`src/hdl/hcg_pkg.sv`:
```
package hcg_pkg;
  // Synchroniser depth for every crossing into a domain
  localparam int SYNC_STAGES = 2;
  // Width of the outstanding-transaction counter
  localparam int OUTST_W = 8;
  // Reset levels of the handshake (run state: request and acknowledge high)
  localparam logic RST_SYSREQ = 1'b1;
  localparam logic RST_SYSACK = 1'b1;
  localparam logic RST_ACTIVE = 1'b1;
  typedef enum logic [1:0] {
    HCG_RUN,
    HCG_DRAIN,
    HCG_STOPPED
  } hcg_state_t;
endpackage

```
`src/hdl/hcg_lp_if.sv`:
```
`timescale 1ns/1ps
`default_nettype none
interface hcg_lp_if;
  logic csysreq;
  logic csysack;
  logic cactive;
  modport dev (input csysreq, output csysack, output cactive);
  modport ctl (output csysreq, input csysack, input cactive);
endinterface
`default_nettype wire

```
`src/hdl/hcg_dev.sv`:
```
// Functional notes
// - One handshake interface per clock domain
// - Request in; acknowledge and activity out
// - On request block entry, drain outstanding
// - Acknowledge only after domain has quiesced
// - Controller may gate once acknowledge low
// - No denial; acknowledge always permits gating
// - Activity output shows interface status
// - Bus-without-stall ports own domain
// - Such ports cannot refuse; clock-off loses
// - System keeps such ports idle before gating
// - Peripheral-bus crossing kept clocked by system
// - Register domain requests target clocks automatically
// - Register domain has own handshake
// - All crossings between domains asynchronous
`timescale 1ns/1ps
`default_nettype none
module hcg_dev #(
  parameter int CNT_W = hcg_pkg::OUTST_W,
  // Set for a port that cannot stall an issued address; it owns its domain
  parameter bit NO_STALL_PORT = 1'b0
) (
  input wire logic clk_in,
  input wire logic rst_b_in,
  hcg_lp_if.dev lp,
  input wire logic txn_req_in,
  input wire logic txn_done_in,
  input wire logic wake_in,
  output logic txn_accept_out,
  output logic quiet_out,
  output logic lost_out
);
  hcg_pkg::hcg_state_t state_r;
  hcg_pkg::hcg_state_t state_nxt;
  logic [CNT_W-1:0] outst_r;
  logic [CNT_W-1:0] outst_nxt;
  logic ack_r;
  logic ack_nxt;
  logic act_r;
  logic act_nxt;
  logic accept_r;
  logic accept_nxt;
  logic quiet_r;
  logic quiet_nxt;
  logic lost_r;
  logic lost_nxt;
  logic req_s;
  logic wake_s;

  // True while the domain runs its clock freely
  function automatic logic is_run(input hcg_pkg::hcg_state_t st);
    return st == hcg_pkg::HCG_RUN;
  endfunction

  // True once the clock may go; there is no denial path
  function automatic logic is_gated(input hcg_pkg::hcg_state_t st);
    return st == hcg_pkg::HCG_STOPPED;
  endfunction

  // Saturating step: a full counter must never wrap to look drained
  function automatic logic [CNT_W-1:0] cnt_step(
    input logic [CNT_W-1:0] cnt,
    input logic inc,
    input logic dec
  );
    logic [CNT_W-1:0] res;
    res = cnt;
    if (inc && !dec && (cnt != '1)) begin
      res = cnt + CNT_W'(1);
    end else if (dec && !inc && (cnt != '0)) begin
      res = cnt - CNT_W'(1);
    end
    return res;
  endfunction

  // Request from the controller's domain is synchronised
  hcg_sync u_req_sync (
    .clk_in(clk_in),
    .rst_b_in(rst_b_in),
    .d_in(~lp.csysreq),
    .rst_val_in(1'b1),
    .q_out(req_s)
  );
  // Wake from another domain, e.g. the register domain
  hcg_sync u_wake_sync (
    .clk_in(clk_in),
    .rst_b_in(rst_b_in),
    .d_in(wake_in),
    .rst_val_in(1'b0),
    .q_out(wake_s)
  );

  // Entry also shuts while the counter is full, so nothing goes uncounted
  wire room = (outst_r != '1);
  wire entry_ok = is_run(state_r) && req_s && room;
  wire take = txn_req_in && entry_ok;
  wire done = txn_done_in && (outst_r != '0);
  wire drained = (outst_nxt == '0);
  wire pending = txn_req_in || wake_s;
  wire run_nxt = is_run(state_nxt);
  wire gated_nxt = is_gated(state_nxt);

  assign outst_nxt = cnt_step(outst_r, take, done);
  // Acknowledge low only from the stopped state; never a denial
  assign ack_nxt = !gated_nxt;
  // Active while running, draining or with work waiting
  assign act_nxt = run_nxt || (outst_nxt != '0) || pending;
  assign accept_nxt = run_nxt && req_s && (outst_nxt != '1);
  assign quiet_nxt = gated_nxt;
  // A port without stall cannot refuse: flag the lost address
  assign lost_nxt = NO_STALL_PORT && txn_req_in && !entry_ok;

  always_comb begin
    state_nxt = state_r;
    case (state_r)
      hcg_pkg::HCG_RUN: begin
        if (!req_s) begin
          state_nxt = hcg_pkg::HCG_DRAIN;
        end
      end
      hcg_pkg::HCG_DRAIN: begin
        if (drained) begin
          state_nxt = hcg_pkg::HCG_STOPPED;
        end
      end
      hcg_pkg::HCG_STOPPED: begin
        if (req_s) begin
          state_nxt = hcg_pkg::HCG_RUN;
        end
      end
      default: state_nxt = hcg_pkg::HCG_RUN;
    endcase
  end

  always_ff @(posedge clk_in) begin
    if (!rst_b_in) begin
      state_r <= hcg_pkg::HCG_RUN;
    end else begin
      state_r <= state_nxt;
    end
  end

  always_ff @(posedge clk_in) begin
    if (!rst_b_in) begin
      outst_r <= '0;
    end else begin
      outst_r <= outst_nxt;
    end
  end

  always_ff @(posedge clk_in) begin
    if (!rst_b_in) begin
      ack_r <= hcg_pkg::RST_SYSACK;
    end else begin
      ack_r <= ack_nxt;
    end
  end

  always_ff @(posedge clk_in) begin
    if (!rst_b_in) begin
      act_r <= hcg_pkg::RST_ACTIVE;
    end else begin
      act_r <= act_nxt;
    end
  end

  always_ff @(posedge clk_in) begin
    if (!rst_b_in) begin
      accept_r <= 1'b0;
    end else begin
      accept_r <= accept_nxt;
    end
  end

  // Kept as its own flop so the pin does not hang off an inverter
  always_ff @(posedge clk_in) begin
    if (!rst_b_in) begin
      quiet_r <= ~hcg_pkg::RST_SYSACK;
    end else begin
      quiet_r <= quiet_nxt;
    end
  end

  always_ff @(posedge clk_in) begin
    if (!rst_b_in) begin
      lost_r <= 1'b0;
    end else begin
      lost_r <= lost_nxt;
    end
  end

  assign lp.csysack = ack_r;
  assign lp.cactive = act_r;
  assign txn_accept_out = accept_r;
  assign quiet_out = quiet_r;
  assign lost_out = lost_r;
endmodule
`default_nettype wire

```
`src/hdl/hcg_sync.sv`:
```
`timescale 1ns/1ps
`default_nettype none
module hcg_sync (
  input wire logic clk_in,
  input wire logic rst_b_in,
  input wire logic d_in,
  input wire logic rst_val_in,
  output logic q_out
);
  logic meta_r;
  logic q_r;
  // First stage is read only by the second
  always_ff @(posedge clk_in) begin
    if (!rst_b_in) begin
      meta_r <= 1'b0;
      q_r <= 1'b0;
    end else begin
      meta_r <= d_in;
      q_r <= meta_r;
    end
  end
  assign q_out = q_r ^ rst_val_in;
endmodule
`default_nettype wire

```
`src/flat_wrapper.sv`:
```
// flat-port wrapper written by rule: the top's interface ports become plain ports
module hcg_dev_flat 
#(
  parameter int CNT_W = hcg_pkg::OUTST_W,
                                                                           
  parameter bit NO_STALL_PORT = 1'b0
)
  (clk_in, rst_b_in, txn_req_in, txn_done_in, wake_in, txn_accept_out, quiet_out, lost_out, lp_csysreq, lp_csysack, lp_cactive);
  hcg_lp_if lp_i ();
  input wire logic clk_in;
  input wire logic rst_b_in;
  input wire logic txn_req_in;
  input wire logic txn_done_in;
  input wire logic wake_in;
  output logic txn_accept_out;
  output logic quiet_out;
  output logic lost_out;
  input wire logic [$bits(lp_i.csysreq)-1:0] lp_csysreq;
  output wire logic [$bits(lp_i.csysack)-1:0] lp_csysack;
  output wire logic [$bits(lp_i.cactive)-1:0] lp_cactive;
  assign lp_i.csysreq = lp_csysreq;
  assign lp_csysack = lp_i.csysack;
  assign lp_cactive = lp_i.cactive;
  hcg_dev #(.CNT_W(CNT_W), .NO_STALL_PORT(NO_STALL_PORT)) u_core (.clk_in(clk_in), .rst_b_in(rst_b_in), .lp(lp_i), .txn_req_in(txn_req_in), .txn_done_in(txn_done_in), .wake_in(wake_in), .txn_accept_out(txn_accept_out), .quiet_out(quiet_out), .lost_out(lost_out));
endmodule
```
`config.mk`:
```
export PLATFORM = sky130hd
export DESIGN_NAME = hcg_dev_flat
export DESIGN_NICKNAME = d
export VERILOG_FILES = /design/src/hdl/hcg_pkg.sv /design/src/hdl/hcg_lp_if.sv /design/src/hdl/hcg_dev.sv /design/src/hdl/hcg_sync.sv /design/src/flat_wrapper.sv
export SDC_FILE = /design/constraint.sdc
export NUM_CORES = 1
export LEC_CHECK = 0
export CORE_AREA = 10 10 63 65
export DETAILED_ROUTE_END_ITERATION = 8
export DIE_AREA = 0 0 73 75
export DONT_BUFFER_PORTS = 1
export MAX_ROUTING_LAYER = met4
export PLACE_DENSITY_LB_ADDON = 0.08
export SLEW_MARGIN = 25
export SYNTH_ARGS = -nofsm -noshare
export SYNTH_HDL_FRONTEND = slang
export SYNTH_HIERARCHICAL = 1
export SYNTH_SLANG_ARGS = --single-unit
```
`constraint.sdc`:
```
create_clock -name clk_in -period 4.4 [get_ports clk_in]
set_clock_uncertainty 0.05 [all_clocks]
set_input_delay 1.32 -clock clk_in [delete_from_list [all_inputs] [get_ports clk_in]]
set_output_delay 1.32 -clock clk_in [all_outputs]
set_load 0.05 [all_outputs]
```
---- Word level (Yosys, flattened, before mapping) ----
Cells that the tools add are included.
Widths: inputs -> output; s select.
storage, ports and cells
  word-level logic and storage cells ...... 46
  flip-flop bits (word level) ............. 18
operators by class
  multiplexer cells ....................... 6
  add/sub/neg operators ................... 2
  equal/unequal tests ..................... 5
  bitwise gates (word level) .............. 2
  reductions and logical operators ........ 21
operators with widths
  cell                 count
  $mux 8               2
  $ne 8x8->1 const B   2
  $reduce_bool 8->1    2
  $logic_and 1x1->1    10
  $add 8x1->8 const B  1
  $logic_not 8->1      1
  $sub 8x1->8 const B  1
  $mux 2               3
  $pmux 2 s3           1
  $eq 2x2->1 const B   2
  $logic_not 2->1      2
  $logic_not 1->1      3
  $logic_or 1x1->1     3
  $eq 2x1->1 const B   1
  $not 1->1            2

---- Depth between registers and ports, before layout ----
  depth after elaboration ................. 15
  depth in mapped cells ................... 10
  mapped depth without buffers ............ 9

---- Modules after synthesis ----
Netlist, hierarchy kept.
by module, submodules not included
  module    area each (µm²)  instances  cells an instance
  hcg_dev   1091.0           1          124
  hcg_sync  61.3             2          5

---- Least setup slack after synthesis ----
Ideal clock, no wire load.
  path type ............................... input to register
  from .................................... input txn_req_in
  to ...................................... register u_core.ack_r (netlist: u_core/lp.csysack)
  stages .................................. 7
  data arrival time ....................... 3.131 ns
  slack ................................... 1.094 ns
  setup time .............................. 0.125 ns
  buffers on the path ..................... 0
  required time ........................... 4.225 ns
  path through ............................ and4bb_4 > a22o_4 > nor3b_2 > a22oi_2 > xnor2_1 > or3_4 > o41a_1
on the way
  cells in the longest elaborated chain, start to end .. 11
ends and longest elaborated chain
  item                            RTL line            RTL
  start, declared                 flat_wrapper.sv:12  input wire logic txn_req_in;
  $logic_and 1x1->1 (*)           hcg_dev.sv:96       wire take = txn_req_in && entry_ok;
  $logic_not 1->1                 hcg_dev.sv:70       end else if (dec && !inc && (cnt != '0)) begin
  $logic_and 1x1->1 (2 in a row)  hcg_dev.sv:70
  $mux 8                          hcg_dev.sv:70
  $mux 8 (*)                      hcg_dev.sv:68       if (inc && !dec && (cnt != '1)) begin
  $logic_not 8->1 (*)             hcg_dev.sv:98       wire drained = (outst_nxt == '0);
  $mux 2 (*)                      hcg_dev.sv:122      if (drained) begin
  $pmux 2 s3 (*)                  hcg_dev.sv:115      case (state_r)
  $eq 2x2->1 (*)                  hcg_dev.sv:57       return st == hcg_pkg::HCG_STOPPED;
  $logic_not 1->1 (*)             hcg_dev.sv:105      assign ack_nxt = !gated_nxt;
  end signal, assigned            hcg_dev.sv:153      ack_r <= hcg_pkg::RST_SYSACK;
  end signal, assigned            hcg_dev.sv:155      ack_r <= ack_nxt;
  end, declared                   hcg_dev.sv:37       logic ack_r;
Mark *: on every way between the ends. The rest lies on a longest branch, timed or not.
A chain may end at the register's enable or synchronous reset.

---- Final worst setup path ----
Same ends and word-level chain as after synthesis.

==> qor.csv <==
metric,value,unit
status,finished clean,
port_buffers,0,
final.min_clock_period,3.11,ns
cts_hold_buf,0,
die-area,0.00548,mm^2
gp_congestion,0.866,
worstHoldPathType,reg -> reg,
vias,983,
worstSetupStartpoint,txn_req_in,
arrival,3.25,ns
cts_buffers,3,
finalPower,0.803,mW
antenna_left,0,
register_area,360,um^2
dr.pass1.iters,4,
grt.overflow.total,0,
hold_viol,0,
coreArea,0.00271,mm^2
synth_seq_area_share,0.297,
cp_max_fo,6,
rsz0062_at_grt,no,
n_fill_cell,295,
drc_errors,0,
cts_setup_buffers,0,
multiInputGateArea,777,um^2
rows,19,
wl_per_cell,15.7,um
p_per_area,647,mW/mm^2
layout-area-overhead-vs-synth,2.37,%
crit_family,simple AND/OR/NAND/NOR gates,
cts-root-buf,clkbuf_4,
fin_crit_sh,0.708,
clk_pin_slew,0.11,ns
critical_path_class,in -> reg,
drive_gt1_frac,0.138,
detail_route.iter0.violations,81,
end_kind,flop,
start_util,0.448,
grt_max_degree,17,
synth_flop_cell,dfxtp_1,
ys_ff_latch,18,
cap_violations,0,
cts_tree,done,
min_from,u_core/u_wake_sync/meta_r,
die_y,75,um
peakVddDrop,0.000347,V
synth_enable_flop_cells,0,
slew_viol_final,0,
htree_levels,1,
syn_area,0.00121,mm^2
ctsResizeCount,0,
syn_area_per_cell,9.06,um^2
ioPinCount,11,
ys_types,52,
holdWs,0.392,ns
setup_viol,0,
critPathRequiredTime,4.54,ns
clock-sinks,18,
routed_via_density,6.11,
slowest_delay,0.42,ns
finalSetupTns,0,ns
path_cells,and4bb_4 > a22o_4 > nor3b_2 > a22oi_2 > xnor2_1 > or3_4 > o41a_1,
antenna_found_initial,0,
clock_latency,0.29,ns
synth_warnings,6,
grt_usage,0.104,
synthCells,134,
async_flop_share,0,
grt_pass1_vias,958,
critical_path_buf_inv_count,0,
max_freq,0.321,GHz
cts_buffer_depth,2,
startpoint_type,input port,
diodes,0,
hpwl,1900,um
die_x,73,um
fin_nets,139,
power_leakage,0.455,nW
critPathSlowestCell,or3_4,
reg2reg_from,u_core/outst_r[0],
wirelength,2530,um
grt_first_pass_wirelength,4550,um
## layer usage
layer,vias up,part of all wire,track usage
li1,486,-,-
met1,460,0.44,0.131
met2,35,0.47,0.164
met3,2,0.084,0.0223
met4,0,0.0036,0.0274
met5,-,0,-
## final timing paths
path         cells past startpoint                endpoint  slack [ns]
max reg2reg                      9       u_core/lp.csysack        1.31
min                              1  u_core/u_wake_sync/q_r        0.39
max                              7       u_core/lp.csysack        1.29
min reg2reg                      1  u_core/u_wake_sync/q_r        0.39
## power by group
| part | switching (mW) | internal [mW] | total [mW] |
|---|---|---|---|
| Combinational | 0.221 | 0.192 | 0.412 |
| Sequential | 0.0887 | 0.200 | 0.289 |
| Clock | 0.0516 | 0.0504 | 0.102 |
## synthesized netlist by cell type (2+ instances only)
library cell  count  area share
a211oi_1          2       0.012
a21o_1            2       0.012
a21oi_1           2      0.0082
a22oi_2           2       0.021
a311o_1           2       0.016
and2_1           11       0.057
and3_1            3       0.015
and4_1            2       0.014
buf_2             4       0.016
clkbuf_1          3      0.0093
conb_1            2      0.0062
dfxtp_1          18        0.30
ha_1              2       0.021
inv_1             8       0.025
nand2_1           8       0.025
nand3_1           7       0.029
nand3b_1          4       0.025
nand4_1           2       0.010
nor2_1            5       0.015
nor3_1            3       0.012
nor3b_2           2       0.021
nor4_1            3       0.015
o21ai_0           3       0.012
o41ai_1           2       0.014
xnor2_1           4       0.029
xor2_1            2       0.014
## cell usage in the layout (no fill, tap or decap), types with 3 or more instances in the layout
master | netlist | routed
nor4_1 | 3 | 3
inv_1 | 8 | 8
nor2_1 | 5 | 5
nand3b_1 | 4 | 4
nand3_1 | 7 | 7
nand2_1 | 8 | 8
and2_1 | 11 | 11
conb_1 | 2 | 3
xnor2_1 | 4 | 4
clkbuf_4 | 0 | 3
dfxtp_1 | 18 | 18
and3_1 | 3 | 3
o21ai_0 | 3 | 3
nor3_1 | 3 | 3
## layout make-up
| cell class | count | area share |
|---|---|---|
| multi-input combinational | 100 | 0.625 |
| sequential | 18 | 0.290 |
| tap | 31 | 0.0312 |
| clock buffer | 4 | 0.0292 |
| inverter | 8 | 0.0242 |
## kinds of logic (layout without fill, tap and decap cells)
| family | after synthesis | in the layout | synth area share |
|---|---|---|---|
| simple gates | 58 | 58 | 0.323 |
| compound gates | 29 | 29 | 0.223 |
| flops | 18 | 18 | 0.297 |
| buf+inv | 17 | 12 | 0.0660 |
| xor+xnor | 7 | 7 | 0.0567 |
| fa+ha+maj | 2 | 2 | 0.0206 |
| other cells | 2 | 3 | 0.00619 |
| mux | 1 | 1 | 0.00825 |
## metrics by stage
step	cells	utilization	area, um^2	worst slack, ns
after floorplan	135	-	1220	1.09
after global placement	157	0.445	1210	1.01
after detailed placement	157	0.445	1210	0.974
after CTS	161	0.458	1240	1.30
after global routing	161	0.458	1240	1.11
final	161	0.458	1240	1.29
## sequential cells by signal, summed over array words and instances (netlist names)
| signal | flops |
|---|---|
| u_core/outst_r | 8 |
| u_core/state_r | 2 |
| u_core/lp.cactive | 1 |
| u_core/lp.csysack | 1 |
| u_core/quiet_out | 1 |
| u_core/txn_accept_out | 1 |
| u_core/u_req_sync/meta_r | 1 |
| u_core/u_req_sync/q_r | 1 |
| u_core/u_wake_sync/meta_r | 1 |
| u_core/u_wake_sync/q_r | 1 |
(Power assumes the default switching activity.)
